[config.mk]
export PLATFORM = sky130hd
export DESIGN_NAME = srs_seq
export DESIGN_NICKNAME = d
export VERILOG_FILES = /design/src/srs_pkg.sv /design/src/srs_seq.sv /design/src/srs_buf2.sv /design/src/srs_sub_flags.sv
export SDC_FILE = /design/constraint.sdc
export NUM_CORES = 1
export LEC_CHECK = 0
export CAP_MARGIN = 20
export CORE_MARGIN = 2
export CORE_UTILIZATION = 30
export DETAILED_ROUTE_END_ITERATION = 10
export DONT_BUFFER_PORTS = 1
export PLACE_DENSITY_LB_ADDON = 0.05
export SYNTH_ARGS = -nofsm -noshare
export SYNTH_HDL_FRONTEND = slang
export SYNTH_HIERARCHICAL = 1
export SYNTH_SLANG_ARGS = --single-unit
[constraint.sdc]
create_clock -name clk -period 7.1 [get_ports clk]
set_input_delay 0.355 -clock clk [delete_from_list [all_inputs] [get_ports clk]]
set_output_delay 0.355 -clock clk [all_outputs]
set_load 0.02 [all_outputs]
[src/srs_pkg.sv]
package srs_pkg;
  // prefix and primitive opcode bytes
  localparam logic [7:0] OP_REP_EQ    = 8'hF3; // count_loop_prefix, loop_while_equal/zero
  localparam logic [7:0] OP_REP_NE    = 8'hF2; // loop_while_unequal/nonzero
  localparam logic [7:0] OP_BUS_HOLD  = 8'hF0;
  localparam logic [7:0] OP_SEG_ES    = 8'h26;
  localparam logic [7:0] OP_SEG_CS    = 8'h2E;
  localparam logic [7:0] OP_SEG_SS    = 8'h36;
  localparam logic [7:0] OP_SEG_DS    = 8'h3E;
  localparam logic [6:0] OP_MOVE      = 7'h52; // upper seven bits, bit 0 selects word
  localparam logic [6:0] OP_COMPARE   = 7'h53;
  localparam logic [6:0] OP_STORE     = 7'h55;
  localparam logic [6:0] OP_LOAD      = 7'h56;
  localparam logic [6:0] OP_SCAN      = 7'h57;
  // segment selects on the element port
  localparam logic [1:0] SEG_EXTRA    = 2'h0;
  localparam logic [1:0] SEG_CODE     = 2'h1;
  localparam logic [1:0] SEG_STACK    = 2'h2;
  localparam logic [1:0] SEG_DATA     = 2'h3;
  // flag bit positions inside the six-bit arithmetic flag word
  localparam int FLG_CARRY = 0;
  localparam int FLG_PAR   = 1;
  localparam int FLG_AUX   = 2;
  localparam int FLG_ZERO  = 3;
  localparam int FLG_SIGN  = 4;
  localparam int FLG_OVF   = 5;
  // reset values, step sizes and queue dimensions
  localparam logic [15:0] RST_WORD    = 16'h0000;
  localparam logic [5:0]  RST_FLAGS   = 6'h00;
  localparam logic [15:0] STEP_BYTE   = 16'h0001;
  localparam logic [15:0] STEP_WORD   = 16'h0002;
  localparam logic [15:0] FETCH_STEP  = 16'h0001;
  localparam int          BUF_DEPTH   = 2;
  localparam int          BUF_WIDTH   = 8;

  typedef enum logic [1:0] {REP_NONE, REP_WHILE_EQ, REP_WHILE_NE} srs_rep_t;
  typedef enum logic [2:0] {PRIM_MOVE, PRIM_COMPARE, PRIM_SCAN, PRIM_LOAD, PRIM_STORE}
    srs_prim_t;
  typedef enum logic [2:0] {ST_DECODE, ST_CHECK, ST_READ_SRC, ST_READ_DST, ST_WRITE,
                            ST_UPDATE, ST_INTR} srs_state_t;
endpackage : srs_pkg

[src/srs_seq.sv]
`timescale 1ns/10ps
`default_nettype none
// Function
// - repeat prefixes never change any flag
// - plain repeat on move or store loops while the counter is nonzero
// - repeat-while-equal shares the plain repeat byte; compare/scan continue on zero set
// - repeat-while-unequal ends repetition when zero flag is set
// - termination uses only the zero flag posted by the element
// - compare/scan stop on counter zero or failed zero test, whichever first
// - interrupts taken between elements; resume with current counter and indexes
// - only the repeat prefix survives an interrupt; override and bus hold dropped
// - non-maskable interrupt accepted even with maskable interrupts disabled
// - move reads at source index, writes at dest index, steps both
// - compare subtracts dest from source, sets six flags, steps both
// - scan subtracts dest element from accumulator, sets flags, steps dest only
// - load copies source element into accumulator, steps source only
// - store writes accumulator to dest element, steps dest only
// - fetch address is code base times 16 plus instruction offset
// - a transfer discards queued bytes and refetches from the new location
// - transfers other than interrupt-related ones leave flags untouched
// - an unconditional transfer always redirects fetching
// - indexes step up on direction zero, down on one, by one or two
// - counter drops by one per repetition; zero count performs no element
// - source in data segment unless overridden; destination always extra segment
module srs_seq
  import srs_pkg::*;
(
  input  wire logic        clk,
  input  wire logic        rst_n,
  // code fetch port
  output logic             code_req,
  output logic [19:0]      code_addr,
  input  wire logic        code_ack,
  input  wire logic [7:0]  code_data,
  // program transfer from the rest of the execution unit
  input  wire logic        xfer_valid,
  input  wire logic [15:0] xfer_code_base,
  input  wire logic [15:0] xfer_instr_offset,
  input  wire logic        xfer_intr_group,
  input  wire logic [5:0]  xfer_flags,
  output logic             queue_flush,
  // element data port
  output logic             mem_req,
  output logic             mem_we,
  output logic [1:0]       mem_seg,
  output logic [15:0]      mem_addr,
  output logic             mem_word,
  output logic [15:0]      mem_wdata,
  output logic             bus_hold,
  input  wire logic        mem_ack,
  input  wire logic [15:0] mem_rdata,
  // architectural register load
  input  wire logic        reg_load,
  input  wire logic [15:0] load_source_index,
  input  wire logic [15:0] load_dest_index,
  input  wire logic [15:0] load_repeat_counter,
  input  wire logic [15:0] load_accum_word,
  input  wire logic [5:0]  load_flags,
  input  wire logic        direction_flag,
  // interrupts
  input  wire logic        intr_enable,
  input  wire logic        intr_req,
  input  wire logic        nmi_req,
  output logic             intr_take,
  input  wire logic        intr_done,
  // state view
  output logic [15:0]      source_index,
  output logic [15:0]      dest_index,
  output logic [15:0]      repeat_counter,
  output logic [15:0]      accum_word,
  output logic [5:0]       flags,
  output logic [15:0]      code_base,
  output logic [15:0]      instr_offset,
  output logic             busy,
  output logic             other_op,
  output logic [7:0]       other_byte
);
  srs_state_t  state_r;
  srs_rep_t    rep_r;
  srs_prim_t   prim_r;
  logic        word_r;
  logic        seg_ovr_r;
  logic [1:0]  seg_sel_r;
  logic        hold_r;
  logic [15:0] si_r;
  logic [15:0] di_r;
  logic [15:0] cx_r;
  logic [15:0] ax_r;
  logic [5:0]  flags_r;
  logic [15:0] src_val_r;
  logic [15:0] dst_val_r;
  logic [15:0] base_r;
  logic [15:0] ofs_r;
  logic        other_op_r;
  logic [7:0]  other_byte_r;
  logic        buf_in_ready;
  logic        dec_valid;
  logic        dec_ready;
  logic [7:0]  dec_byte;
  logic [5:0]  sub_flags;
  logic [15:0] sub_a;
  logic [15:0] step;
  logic [15:0] cx_nxt;
  logic        uses_src;
  logic        uses_dst_read;
  logic        is_test;
  logic        go_on;
  logic        irq_pend;

  // fetch: physical address from base and offset, held off while a transfer lands
  // fetch address
  assign code_addr   = 20'({base_r, 4'h0}) + 20'(ofs_r);
  assign code_req    = buf_in_ready && !xfer_valid;
  assign queue_flush = xfer_valid;

  // byte queue between fetch and decode; a full queue stalls fetching
  srs_buf2 u_queue (
    .clk       (clk),
    .rst_n     (rst_n),
    .flush     (xfer_valid),
    .in_valid  (code_req && code_ack),
    .in_ready  (buf_in_ready),
    .in_data   (code_data),
    .out_valid (dec_valid),
    .out_ready (dec_ready),
    .out_data  (dec_byte)
  );

  // code base and offset; a transfer overrides the sequential step
  always_ff @(posedge clk or negedge rst_n) begin
    if (!rst_n) begin
      base_r <= RST_WORD;
      ofs_r  <= RST_WORD;
    end else if (xfer_valid) begin
      base_r <= xfer_code_base;
      ofs_r  <= xfer_instr_offset;
    end else if (code_req && code_ack) begin
      ofs_r <= ofs_r + FETCH_STEP;
    end
  end

  assign dec_ready     = (state_r == ST_DECODE);
  assign uses_src      = (prim_r == PRIM_MOVE) || (prim_r == PRIM_COMPARE)
                      || (prim_r == PRIM_LOAD);
  assign uses_dst_read = (prim_r == PRIM_COMPARE) || (prim_r == PRIM_SCAN);
  assign is_test       = uses_dst_read;
  assign step          = word_r ? STEP_WORD : STEP_BYTE;
  assign cx_nxt        = (rep_r != REP_NONE) ? cx_r - 16'h0001 : cx_r;
  assign irq_pend      = nmi_req || (intr_req && intr_enable);
  assign sub_a         = (prim_r == PRIM_SCAN) ? ax_r : src_val_r;

  srs_sub_flags u_sub (
    .a     (sub_a),
    .b     (dst_val_r),
    .word  (word_r),
    .flags (sub_flags)
  );

  // continuation test after an element, from the freshly posted zero flag only
  always_comb begin
    // posted zero flag only; first stop wins
    go_on = (rep_r != REP_NONE) && (cx_nxt != 16'h0000);
    if (is_test) begin
      if (rep_r == REP_WHILE_EQ) go_on = go_on && sub_flags[FLG_ZERO];
      if (rep_r == REP_WHILE_NE) go_on = go_on && !sub_flags[FLG_ZERO];
    end
  end

  // element sequencer state
  always_ff @(posedge clk or negedge rst_n) begin
    if (!rst_n) begin
      state_r <= ST_DECODE;
    end else begin
      unique case (state_r)
        ST_DECODE: begin
          if (dec_valid && (dec_byte[7:1] inside {OP_MOVE, OP_COMPARE, OP_STORE,
                                                  OP_LOAD, OP_SCAN})) begin
            state_r <= ST_CHECK;
          end
        end
        ST_CHECK: begin
          if ((rep_r != REP_NONE) && (cx_r == 16'h0000)) state_r <= ST_DECODE;
          else if ((rep_r != REP_NONE) && irq_pend)      state_r <= ST_INTR;
          else if (uses_src)                             state_r <= ST_READ_SRC;
          else if (prim_r == PRIM_SCAN)                  state_r <= ST_READ_DST;
          else                                           state_r <= ST_WRITE;
        end
        ST_READ_SRC: begin
          if (mem_ack) begin
            if (prim_r == PRIM_MOVE)         state_r <= ST_WRITE;
            else if (prim_r == PRIM_COMPARE) state_r <= ST_READ_DST;
            else                             state_r <= ST_UPDATE;
          end
        end
        ST_READ_DST: if (mem_ack) state_r <= ST_UPDATE;
        ST_WRITE:    if (mem_ack) state_r <= ST_UPDATE;
        ST_UPDATE:   state_r <= go_on ? ST_CHECK : ST_DECODE;
        ST_INTR:     if (intr_done) state_r <= ST_CHECK;
      endcase
    end
  end

  // prefix and primitive latch; repeat prefix and primitive kept across an interrupt for re-entry
  always_ff @(posedge clk or negedge rst_n) begin
    if (!rst_n) begin
      rep_r     <= REP_NONE;
      prim_r    <= PRIM_MOVE;
      word_r    <= 1'b0;
      seg_ovr_r <= 1'b0;
      seg_sel_r <= SEG_DATA;
      hold_r    <= 1'b0;
    end else if (state_r == ST_DECODE && dec_valid) begin
      unique case (dec_byte)
        OP_REP_EQ:   rep_r <= REP_WHILE_EQ;
        OP_REP_NE:   rep_r <= REP_WHILE_NE;
        OP_BUS_HOLD: hold_r <= 1'b1;
        OP_SEG_ES, OP_SEG_CS, OP_SEG_SS, OP_SEG_DS: begin
          seg_ovr_r <= 1'b1;
          seg_sel_r <= dec_byte[4:3];
        end
        default: begin
          word_r <= dec_byte[0];
          unique case (dec_byte[7:1])
            OP_MOVE:    prim_r <= PRIM_MOVE;
            OP_COMPARE: prim_r <= PRIM_COMPARE;
            OP_STORE:   prim_r <= PRIM_STORE;
            OP_LOAD:    prim_r <= PRIM_LOAD;
            OP_SCAN:    prim_r <= PRIM_SCAN;
            default: begin
              // not a string primitive: prefixes do not carry over
              rep_r     <= REP_NONE;
              seg_ovr_r <= 1'b0;
              hold_r    <= 1'b0;
            end
          endcase
        end
      endcase
    end else if (state_r == ST_CHECK && rep_r != REP_NONE && cx_r != 16'h0000 && irq_pend) begin
      // extra prefixes are lost across the interrupt
      seg_ovr_r <= 1'b0;
      hold_r    <= 1'b0;
    end else if ((state_r == ST_CHECK && rep_r != REP_NONE && cx_r == 16'h0000)
                 || (state_r == ST_UPDATE && !go_on)) begin
      rep_r     <= REP_NONE;
      seg_ovr_r <= 1'b0;
      hold_r    <= 1'b0;
    end
  end

  // element port drive
  always_comb begin
    mem_req   = 1'b0;
    mem_we    = 1'b0;
    mem_seg   = SEG_EXTRA;
    mem_addr  = di_r;
    mem_wdata = (prim_r == PRIM_MOVE) ? src_val_r : ax_r;
    unique case (state_r)
      ST_READ_SRC: begin
        mem_req  = 1'b1;
        mem_seg  = seg_ovr_r ? seg_sel_r : SEG_DATA;
        mem_addr = si_r;
      end
      ST_READ_DST: mem_req = 1'b1;
      ST_WRITE: begin
        mem_req = 1'b1;
        mem_we  = 1'b1;
      end
      default: mem_req = 1'b0;
    endcase
  end
  assign mem_word = word_r;
  assign bus_hold = hold_r && mem_req;

  // operand capture
  always_ff @(posedge clk or negedge rst_n) begin
    if (!rst_n) begin
      src_val_r <= RST_WORD;
      dst_val_r <= RST_WORD;
    end else if (mem_ack && state_r == ST_READ_SRC) begin
      src_val_r <= word_r ? mem_rdata : {8'h00, mem_rdata[7:0]};
    end else if (mem_ack && state_r == ST_READ_DST) begin
      dst_val_r <= word_r ? mem_rdata : {8'h00, mem_rdata[7:0]};
    end
  end

  // index, counter and accumulator update
  always_ff @(posedge clk or negedge rst_n) begin
    if (!rst_n) begin
      si_r <= RST_WORD;
      di_r <= RST_WORD;
      cx_r <= RST_WORD;
      ax_r <= RST_WORD;
    end else if (reg_load) begin
      si_r <= load_source_index;
      di_r <= load_dest_index;
      cx_r <= load_repeat_counter;
      ax_r <= load_accum_word;
    end else if (state_r == ST_UPDATE) begin
      cx_r <= cx_nxt;
      // source steps for move, compare, load
      if (uses_src) si_r <= direction_flag ? si_r - step : si_r + step;
      // dest steps for all but load
      if (prim_r != PRIM_LOAD) di_r <= direction_flag ? di_r - step : di_r + step;
      // accumulator load, byte keeps upper half
      if (prim_r == PRIM_LOAD) begin
        ax_r <= word_r ? src_val_r : {ax_r[15:8], src_val_r[7:0]};
      end
    end
  end

  // flags: only register loads, compare and scan elements or interrupt-group transfers write them
  always_ff @(posedge clk or negedge rst_n) begin
    if (!rst_n) begin
      flags_r <= RST_FLAGS;
    end else if (reg_load) begin
      flags_r <= load_flags;
    end else if (xfer_valid && xfer_intr_group) begin
      flags_r <= xfer_flags;
    end else if (state_r == ST_UPDATE && is_test) begin
      // primitive posts flags, prefix never does
      flags_r <= sub_flags;
    end
  end

  // non-string opcodes go on to the execution unit
  always_ff @(posedge clk or negedge rst_n) begin
    if (!rst_n) begin
      other_op_r   <= 1'b0;
      other_byte_r <= 8'h00;
    end else begin
      other_op_r <= 1'b0;
      if (state_r == ST_DECODE && dec_valid
          && !(dec_byte inside {OP_REP_EQ, OP_REP_NE, OP_BUS_HOLD, OP_SEG_ES,
                                OP_SEG_CS, OP_SEG_SS, OP_SEG_DS})
          && !(dec_byte[7:1] inside {OP_MOVE, OP_COMPARE, OP_STORE, OP_LOAD, OP_SCAN})) begin
        other_op_r   <= 1'b1;
        other_byte_r <= dec_byte;
      end
    end
  end

  // acknowledge the interrupt at an element boundary
  assign intr_take      = (state_r == ST_CHECK) && (rep_r != REP_NONE)
                       && (cx_r != 16'h0000) && irq_pend;
  assign busy           = (state_r != ST_DECODE);
  assign source_index   = si_r;
  assign dest_index     = di_r;
  assign repeat_counter = cx_r;
  assign accum_word     = ax_r;
  assign flags          = flags_r;
  assign code_base      = base_r;
  assign instr_offset   = ofs_r;
  assign other_op       = other_op_r;
  assign other_byte     = other_byte_r;
endmodule : srs_seq
`default_nettype wire

[src/srs_buf2.sv]
`timescale 1ns/10ps
`default_nettype none
// two-entry fifo; flush empties it in one cycle
module srs_buf2
  import srs_pkg::*;
(
  input  wire logic                 clk,
  input  wire logic                 rst_n,
  input  wire logic                 flush,
  input  wire logic                 in_valid,
  output logic                      in_ready,
  input  wire logic [BUF_WIDTH-1:0] in_data,
  output logic                      out_valid,
  input  wire logic                 out_ready,
  output logic [BUF_WIDTH-1:0]      out_data
);
  logic [BUF_WIDTH-1:0] mem_r [BUF_DEPTH];
  logic                 wp_r;
  logic                 rp_r;
  logic [1:0]           cnt_r;
  logic                 push;
  logic                 pop;

  assign in_ready  = (cnt_r != 2'(BUF_DEPTH));
  assign out_valid = (cnt_r != 2'h0);
  assign out_data  = mem_r[rp_r];
  assign push      = in_valid && in_ready && !flush;
  assign pop       = out_valid && out_ready && !flush;

  // storage
  always_ff @(posedge clk) begin
    if (push) begin
      mem_r[wp_r] <= in_data;
    end
  end

  // pointers and fill level
  always_ff @(posedge clk or negedge rst_n) begin
    if (!rst_n) begin
      wp_r  <= 1'b0;
      rp_r  <= 1'b0;
      cnt_r <= 2'h0;
    end else if (flush) begin
      wp_r  <= 1'b0;
      rp_r  <= 1'b0;
      cnt_r <= 2'h0;
    end else begin
      if (push) wp_r <= ~wp_r;
      if (pop)  rp_r <= ~rp_r;
      cnt_r <= cnt_r + {1'b0, push} - {1'b0, pop};
    end
  end
endmodule : srs_buf2
`default_nettype wire

[src/srs_sub_flags.sv]
`timescale 1ns/10ps
`default_nettype none
// a minus b, returning the six arithmetic flags for byte or word width
module srs_sub_flags
  import srs_pkg::*;
(
  input  wire logic [15:0] a,
  input  wire logic [15:0] b,
  input  wire logic        word,
  output logic [5:0]       flags
);
  logic [16:0] diff;
  logic [7:0]  low;
  logic        sign_a;
  logic        sign_b;
  logic        sign_d;

  assign diff   = {1'b0, a} - {1'b0, b};
  assign low    = diff[7:0];
  assign sign_a = word ? a[15] : a[7];
  assign sign_b = word ? b[15] : b[7];
  assign sign_d = word ? diff[15] : diff[7];

  // byte results ignore the upper half of both operands
  always_comb begin
    flags            = 6'h00;
    flags[FLG_CARRY] = word ? diff[16] : (a[7:0] < b[7:0]);
    flags[FLG_PAR]   = ~^low;
    flags[FLG_AUX]   = (a[3:0] < b[3:0]);
    flags[FLG_ZERO]  = word ? (diff[15:0] == 16'h0000) : (low == 8'h00);
    flags[FLG_SIGN]  = sign_d;
    flags[FLG_OVF]   = (sign_a != sign_b) && (sign_d != sign_a);
  end
endmodule : srs_sub_flags
`default_nettype wire

Word-level counts from Yosys, hierarchy flattened
Memory sizes are Yosys's and may differ from the RTL's.
Index checks and enable logic that the tools add are counted.

storage, ports and cells
  register bits after elaboration = 160
  RAM bits = 16
  bits of input ports = 144
  output and inout port bits = 173
  word-level logic and storage cells = 228
  memories kept = 1

memory list
  name           depth  bits a word  read ports  clocked after memory_dff  wr ports  line            text
  u_queue.mem_r  2      8            1           0                         1         srs_buf2.sv:17  logic [BUF_WIDTH-1:0] mem_r [BUF_DEPTH];

operators by class
  $add $sub $neg = 10
  $lt $le $gt $ge = 2
  equality and inequality tests = 38
  multiplexer cells = 71
  bitwise operators = 4
  reductions and logical operators = 80

operators with widths
  cell                     count
  $mux W16                 21
  $eq A7 B7 Y1 const B     5
  $add A16 B2 Y16          2
  $eq A8 B6 Y1 const B     4
  $logic_not A16 Y1        2
  $reduce_bool A16 Y1      2
  $sub A16 B2 Y16          2
  $mux W3                  10
  $logic_and A1 B1 Y1      26
  $eq A8 B8 Y1 const B     3
  $mux W1                  24
  $reduce_bool A2 Y1       11
  $add A20 B16 Y20         1
  $mux W6                  3
  $pmux W3 S6              1
  $sub A16 B16 Y17         1
  $add A16 B1 Y16 const B  1
  $mux W2                  8
  $sub A16 B1 Y16 const B  1
  $pmux W3 S5              1
  $eq A3 B2 Y1 const B     4
  $ne A2 B2 Y1 const B     6
  $reduce_and A2 Y1        6
  $reduce_and A3 Y1        4
  30 further kinds         56

Depth between registers and ports, before layout
Gate-level depths: netlist of run 1.

  depth after elaboration = 17
  gate-level depth with buffers = 21
  gate-level depth less buffers = 20

By module
Netlist of run 1, hierarchy kept.

by module, submodules not included
  module         instances  cells an instance  area an instance (µm²)
  srs_seq        1          1088               10013.4
  srs_sub_flags  1          169                1163.6
  srs_buf2       1          49                 813.3

Worst setup path before layout of run 1
OpenSTA, ideal clock, no wires.

  kind = reg2reg
  start point = reg prim_r[1]
  end point = reg state_r[0]
  library setup time = 0.127 ns
  arrival = 5.017 ns
  path slack = 1.956 ns
  stages on the path, launching flop included = 21
  clock period less this slack = 5.144 ns
  cell sequence = dfrtp_1 -> clkbuf_1 -> nor3b_1 -> buf_2 -> mux2_2 -> ha_1 -> or3_1 -> o211ai_1 -> nand2_1 -> xnor2_1 -> ha_1 -> nand4_2 -> nor4_2 -> o2111ai_1 -> or4_1 -> o31ai_2 -> mux2i_1 -> a21oi_1 -> o21a_1 -> a221oi_1 -> nor2_1

on the way
  word-level cells in the longest chain between the ends = 13
  elaborated cells between the ends (all ways) = 27
  those cells by class = add/sub: 1; eq/ne: 3; mux: 14; reduce/logical: 9

RTL lines
  item                                                          line                 text
  start, declared                                               srs_seq.sv:80        srs_prim_t prim_r;
  start signal, assigned                                        srs_seq.sv:207       prim_r <= PRIM_MOVE;
  start signal, assigned                                        srs_seq.sv:224       OP_MOVE: prim_r <= PRIM_MOVE;
  start signal, assigned                                        srs_seq.sv:225       OP_COMPARE: prim_r <= PRIM_COMPARE;
  $eq A3 B2 Y1 *                                                srs_seq.sv:150       assign sub_a = (prim_r == PRIM_SCAN) ? ax_r : src_val_r;
  $mux W16 *                                                    srs_seq.sv:150
  via sub_a[5]                                                  srs_seq.sv:101       logic [15:0] sub_a;
  $sub A16 B16 Y17 *                                            srs_sub_flags.sv:18  assign diff = {1'b0, a} - {1'b0, b};
  $logic_not A16 Y1 / $logic_not A8 Y1 (equally long branches)  srs_sub_flags.sv:30  flags[FLG_ZERO] = word ? (diff[15:0] == 16'h0000) : (low == 8'h00);
  $mux W1 *                                                     srs_sub_flags.sv:30
  via sub_flags[3]                                              srs_seq.sv:100       logic [5:0] sub_flags;
  $logic_and A1 B1 Y1                                           srs_seq.sv:164       if (rep_r == REP_WHILE_EQ) go_on = go_on && sub_flags[FLG_ZERO];
  $mux W1                                                       srs_seq.sv:164
  $mux W1                                                       srs_seq.sv:163       if (is_test) begin
  $logic_and A1 B1 Y1                                           srs_seq.sv:165       if (rep_r == REP_WHILE_NE) go_on = go_on && !sub_flags[FLG_ZERO];
  $mux W1 *                                                     srs_seq.sv:165
  $mux W1 *                                                     srs_seq.sv:163
  $mux W1 *                                                     srs_seq.sv:197       ST_UPDATE: state_r <= go_on ? ST_CHECK : ST_DECODE;
  $pmux W3 S6 *                                                 srs_seq.sv:174       unique case (state_r)
  end signal, assigned                                          srs_seq.sv:197
  end, declared                                                 srs_seq.sv:78        srs_state_t state_r;

Mark *: on every way through the listed nets, which the timed path passes. The rest lies on a longest branch. The select of a mux whose other input is x is not followed.
A chain may end at the register's enable or synchronous reset.

Worst setup path after layout of run 1
  start point = reg prim_r[2]
  end point = reg state_r[0]

The elaborated chain is that of the path after synthesis.

==> results of run 1 <==
## report_power, final
group | switching (mW) | internal [mW] | leakage (nW)
logic | 1.51 | 1.08 | 3.44
registers | 0.380 | 1.20 | 2.15
clock network | 0.421 | 0.632 | 0.311
## layer usage
metal,vias to the layer above,GRT usage (%),routed length [um]
met4,2,4.67,416
met5,-,0,17
met3,21,5.17,2370
met2,216,28.4,16900
met1,4630,26.1,18800
li1,4709,-,-
## cell type report
class / instances / area, um2
inverter: 56 / 210
clock buffer: 21 / 450
sequential: 176 / 4490
timing repair buffer: 81 / 828
tap: 525 / 657
clock inverter: 10 / 186
fill: 4097 / 25700
multi-input combinational: 1014 / 7050
## cells in the mapped netlist, drive strengths merged, types with 8 or more instances
cell    instances
nor3b          12
o21ai         137
nand2         186
xnor2          48
nand2b         16
and2           12
a21o           20
dfrtp         158
o211ai          9
nand4          11
nor3           38
clkbuf         45
buf            15
edfxtp         16
a31oi          10
nand3          20
o21a           19
ha             67
nand3b          8
mux2i          37
nor2           66
a21oi          65
nor2b          13
xor2           28
inv            56
mux2          101
## flip-flops by register name, summed over array words and instances (netlist names), 2 cells and up
| signal | flops |
|---|---|
| dest_index | 16 |
| code_base | 16 |
| source_index | 16 |
| seg_sel_r | 2 |
| rep_r | 2 |
| state_r | 3 |
| instr_offset | 16 |
| accum_word | 16 |
| dst_val_r | 16 |
| flags | 6 |
| u_queue/cnt_r | 2 |
| u_queue/mem_r | 16 |
| prim_r | 3 |
| src_val_r | 16 |
| repeat_counter | 16 |
| other_byte | 8 |
## how the worst max path moves through the flow
stage                     slack, ps         end  cells after the start
final                          1860  state_r[0]                     20
after global routing           1420  state_r[0]                     20
after detailed placement       1780  state_r[0]                     20
after global placement         1940  state_r[0]                     20
after floorplan                1960  state_r[0]                     20
after CTS                      1740  state_r[0]                     20
## cell families after synthesis
group	synth area share [%]
compound gates	16.1
xor+xnor	5.55
fa+ha+maj	7.66
buf+inv	3.92
flops	37.4
mux	12.6
simple gates	16.7
## metrics by stage
step           utilization (%)  std cells  power (mW)  hold WS, ps  instance area (um2)
2_1_floorplan                -       1306        3.55         59.4                12000
3_3_place_gp              31.5       1777        4.16         63.6                12400
3_5_place_dp              31.5       1777        4.14         65.6                12400
4_1_cts                   35.0       1880        5.30        0.312                13800
5_1_grt                   35.1       1883        5.64         5.62                13900
6_report                  35.1       1883        5.22         31.9                13900
==> results.json, run 1 <==
{
  "status": "finished clean",
  "syn-num-nets": 1521,
  "cp-startpoint": "prim_r[2]",
  "cp_top_family": "compound AO/OA/AOI/OAI gates",
  "worstPathArrival_ps": 5580,
  "rows": 73,
  "avgSynthCellArea_um2": 9.18,
  "synth_area_mm2": 0.0120,
  "timing.fmax_mhz": 191,
  "io_pins": 317,
  "hold_viol_final": 0,
  "critPathMaxStageDelay_ps": 530,
  "path_clk_slew_ps": 70,
  "area_delta_synth_final_pct": 15.6,
  "ys_ff_latch": 176,
  "core_mm2": 0.0395,
  "maxCapViolCount": 0,
  "yosysSeqAreaShare_pct": 37.4,
  "fin_crit_ps": 5240,
  "layout_common_cells": "nand2_1, dfrtp_1, o21ai_0",
  "synth_cell_types": 83,
  "synth_edf_count": 16,
  "hold_depth": 2,
  "min-delay-start": "load_source_index[13]",
  "grt_pass1_wl_mm": 59.3,
  "start_kind": "flop",
  "worst-slew-pin-transition_ps": 1040,
  "cts_hold_buf": 72,
  "hp-class": "primary input to flop",
  "ctsHtreeMaxLevel": 4,
  "hpwlAfterDp_mm": 27.8,
  "dr_total_vias": 9578,
  "synth_top_cell_by_area": "dfrtp_1",
  "drt-pass1-iter-count": 5,
  "setup_viol": 0,
  "critical_path.max_fanout": 17,
  "timing.rr.start": "prim_r[2]",
  "min_to": "source_index[13]",
  "crit_type": "flop to flop",
  "portBuffers": 0,
  "endpoint_kind": "flop",
  "vdd_drop_max_uv": 222,
  "reg2reg_depth": 20,
  "path_buf_inv": 1,
  "final_common_cell": "nand2_1",
  "ys_top_cells_by_area": "dfrtp_1, mux2_2, ha_1, nand2_1, o21ai_0",
  "grt_max_degree": 161,
  "antennaDiodeCount": 0,
  "p_leak_nw": 5.89,
  "p_per_area_mw_per_mm2": 376,
  "insertion_delay_ps": 460,
  "vias_per_cell": 5.09,
  "cp.required_ps": 7440,
  "rsz0062_at_grt": "no",
  "fin_ws_ps": 1860,
  "critical_path.most_common_cell": "ha_1",
  "dieArea_mm2": 0.0416,
  "synthArstFlopShare_pct": 90.9,
  "grt.overflow.total": 0,
  "crit_slowest_cell": "or4_1",
  "cts_tree": "yes",
  "synth_warnings": 6,
  "r2r-end": "state_r[0]",
  "first_iter_violations": 531,
  "routedWlPerCell_um": 20.4,
  "synthCells": 1306,
  "drv_slew": 0,
  "die_height_um": 204,
  "cts.sinks": 176,
  "clockBufferDepth": 2,
  "grt.total_usage_pct": 18.7,
  "skew_ps": 11.2,
  "cts_setup_buffers": 0,
  "ant_nets": 0,
  "synthDominantCellAreaShare_pct": 33.0,
  "slew_headroom_pct": 30.1,
  "drc_errors": 0,
  "fp.dieW_um": 204,
  "initial_core_util_pct": 30.3,
  "numCtsBuffers": 17,
  "path_cells": "nor3b_2, buf_4, mux2_2, ha_1, nor2b_1, o31a_1, o211ai_1, nand2_1, xnor2_1, ha_1, nand4_2, nor4_2, o2111ai_1, or4_1, o31ai_2, mux2i_1, a21oi_1, o21a_1, a221oi_1, nor2_1",
  "tns_ps": 0,
  "drive_above_1_share_pct": 12.7,
  "cts_root_buf": "clkbuf_16",
  "post-route-period-util_pct": 73.8,
  "antenna_found_initial": 1,
  "wl_mm": 38.4,
  "preCtsSetupSlack_ps": 1780,
  "grt_pass1_vias": 9747,
  "nets": 1561,
  "synth_ff_type": "dfrtp_1",
  "postCtsResizedCells": 0,
  "place_congestion": 0.776,
  "rrSetupSlack_ps": 1860
}
(Power assumes the default switching activity.)
==> inputs of run 2 (changes only) <==
==> constraint.sdc (replaced) <==
create_clock -name clk -period 4.65 [get_ports clk]
set_input_delay 0.2325 -clock clk [delete_from_list [all_inputs] [get_ports clk]]
set_output_delay 0.2325 -clock clk [all_outputs]
set_load 0.02 [all_outputs]
==> run 2 against run 1 <==
The flow now finishes with violations (setup timing); first-iteration DRC count is 4.1% higher; fmax is 12% higher; power is 66% higher; sequential share of layout area is 2.3 points lower; combinational power is 86% higher; wire length is 3.1% higher; design area is 7.5% higher; non-clock buffer count is 103 higher; critical path depth is 1 higher; clock skew is 0.95 ps lower; clock-buffer cell count is 2 lower.
==> results.json, run 2 (synthesis gave the netlist of run 1 again) <==
{
  "endpoint_kind": "flop",
  "nets": 1664,
  "setup_viol": 1,
  "p_int_mw": 4.80,
  "p_per_area_mw_per_mm2": 581,
  "comb_power_share_pct": 55.6,
  "path_cells": "nor3b_4, buf_6, buf_6, mux2_4, ha_4, or3_4, o211ai_1, nand2_1, xnor2_2, ha_2, nand4_4, nor4_2, o2111ai_1, or4_1, o31ai_2, buf_4, mux2i_1, a21oi_1, o21a_2, a221oi_2, nor2_1",
  "rows": 73,
  "drv_slew": 0,
  "preCtsSetupSlack_ps": -272,
  "dr_total_vias": 10100,
  "drc_errors": 0,
  "grt_pass1_wl_mm": 60.9,
  "slew_headroom_pct": 24.3,
  "reg2reg_depth": 21,
  "cp_top_family": "simple AND/OR/NAND/NOR gates",
  "vias_per_cell": 5.08,
  "antenna_found_initial": 2,
  "dp_cells": 1805,
  "critical_path.max_fanout": 5,
  "path_buf_inv": 3,
  "fp.dieW_um": 204,
  "layoutNonFillerInstCount": 1988,
  "fin_ws_ps": -24.6,
  "wl_mm": 39.7,
  "critical_path.most_common_cell": "buf_6",
  "area_delta_synth_final_pct": 24.3,
  "cp-startpoint": "prim_r[0]",
  "timing.fmax_mhz": 214,
  "seqPwrFrac_pct": 27.3,
  "rrSetupSlack_ps": -20,
  "worstSetupEndpoint": "state_r[0]",
  "io_pins": 317,
  "timing.rr.start": "prim_r[0]",
  "ctsHtreeMaxLevel": 4,
  "pwr-share-clk_pct": 17.2,
  "skew_ps": 10.3,
  "layout_common_cells": "nand2_1, dfrtp_1, dlygate4sd3_1",
  "post-route-period-util_pct": 101,
  "cts_tree": "yes",
  "crit_type": "flop to flop",
  "insertion_delay_ps": 500,
  "violations": "setup timing",
  "path_depth": 21,
  "grt_pass1_vias": 10200,
  "cp.required_ps": 5020,
  "drt-pass1-iter-count": 5,
  "grt.overflow.total": 0,
  "grt.total_usage_pct": 19.3,
  "maxCapViolCount": 0,
  "dieArea_mm2": 0.0416,
  "p_leak_nw": 6.36,
  "numCtsBuffers": 17,
  "worstPathArrival_ps": 5050,
  "fin_crit_ps": 4670,
  "fin_util_pct": 37.7,
  "final_common_cell": "nand2_1",
  "rsz0062_at_grt": "yes",
  "core_mm2": 0.0395,
  "drive_above_1_share_pct": 15.9,
  "start_kind": "flop",
  "cts.sinks": 176,
  "clockBufferDepth": 2,
  "initial_core_util_pct": 30.3,
  "critPathMaxStageDelay_ps": 500,
  "sw_frac_of_total_pct": 44.5,
  "routedWlPerCell_um": 19.9,
  "portBuffers": 0,
  "hpwlAfterDp_mm": 28.3,
  "die_height_um": 204,
  "worst-slew-pin-transition_ps": 1130,
  "ant_nets": 0,
  "path_clk_slew_ps": 80,
  "hold_viol_final": 0,
  "grt_max_degree": 161,
  "r2r-end": "state_r[0]",
  "switchingPower_mw": 3.85,
  "vdd_drop_max_uv": 351,
  "crit_slowest_cell": "or4_1",
  "cts_root_buf": "clkbuf_16",
  "status": "finished with violations",
  "place_congestion": 0.798,
  "first_iter_violations": 553,
  "hp-class": "primary input to flop"
}
==> run 2: changes by cell type in the layout (fill, tap and decap cells not counted), moves of 3 or more <==
cell	delta
mux2_4	+6
mux2_2	-6
buf_6	+3
ha_1	-7
inv_6	+5
clkinvlp_4	+3
bufinv_16	-4
buf_4	+40
dlygate4sd3_1	+62
ha_4	+5
==> run 2: worst min path at each step <==
stage,startpoint,end,slack [ps],cells past startpoint
global placement,rst_n,dest_index[4],-60,0
floorplan,rst_n,accum_word[0],-60,0
CTS,reg_load,flags[4],1,2
detailed placement,rst_n,dest_index[4],-60,0
global route,intr_done,state_r[1],50,3
finish,reg_load,flags[2],60,2
==> run 2: routing by layer <==
metal,part of all wire (%),global-route usage [%]
met1,47,26.1
met2,44,28.7
met3,6.7,6.73
met4,1.7,6.23
met5,0.033,0
==> run 2: power by group through the flow <==
stage / clock network [mW] / registers [mW] / logic (mW)
4_1_cts: 1.57 / 2.36 / 4.75
3_5_place_dp: 0 / 2.39 / 4.19
3_3_place_gp: 0 / 2.40 / 4.20
2_1_floorplan: 0 / 2.22 / 3.23
5_1_grt: 1.61 / 2.40 / 5.28
6_report: 1.49 / 2.36 / 4.81
==> run 2: stage by stage <==
step / total power [mW] / area [um2] / hold WS (ps) / TNS [ps]
4_1_cts: 8.68 / 14800 / 1.11 / -270
2_1_floorplan: 5.46 / 12000 / -63.1 / 0
3_3_place_gp: 6.60 / 12700 / -59.3 / -733
3_5_place_dp: 6.58 / 12700 / -58.0 / -1130
6_report: 8.65 / 14900 / 58.4 / -24.6
5_1_grt: 9.29 / 14900 / 53.5 / -1200
==> run 2: timing repair <==
| item | CTS | global route |
|---|---|---|
| setup endpoints to repair | 5 | 8 |
| hold endpoints to repair | 317 | 0 |
| pin swaps | 16 | 19 |
| resized for setup | 21 | 8 |
| hold buffers | 135 | 0 |
| setup buffers | 13 | 2 |
==> run 2: layout make-up <==
cell class	instances	area [um2]
Sequential cell	176	4490
Multi-Input combinational cell	1014	7190
Tap cell	525	657
Antenna cell	1	2.50
Timing Repair Buffer	184	1780
Clock inverter	13	124
Fill cell	4044	24600
Clock buffer	19	454
Inverter	56	213
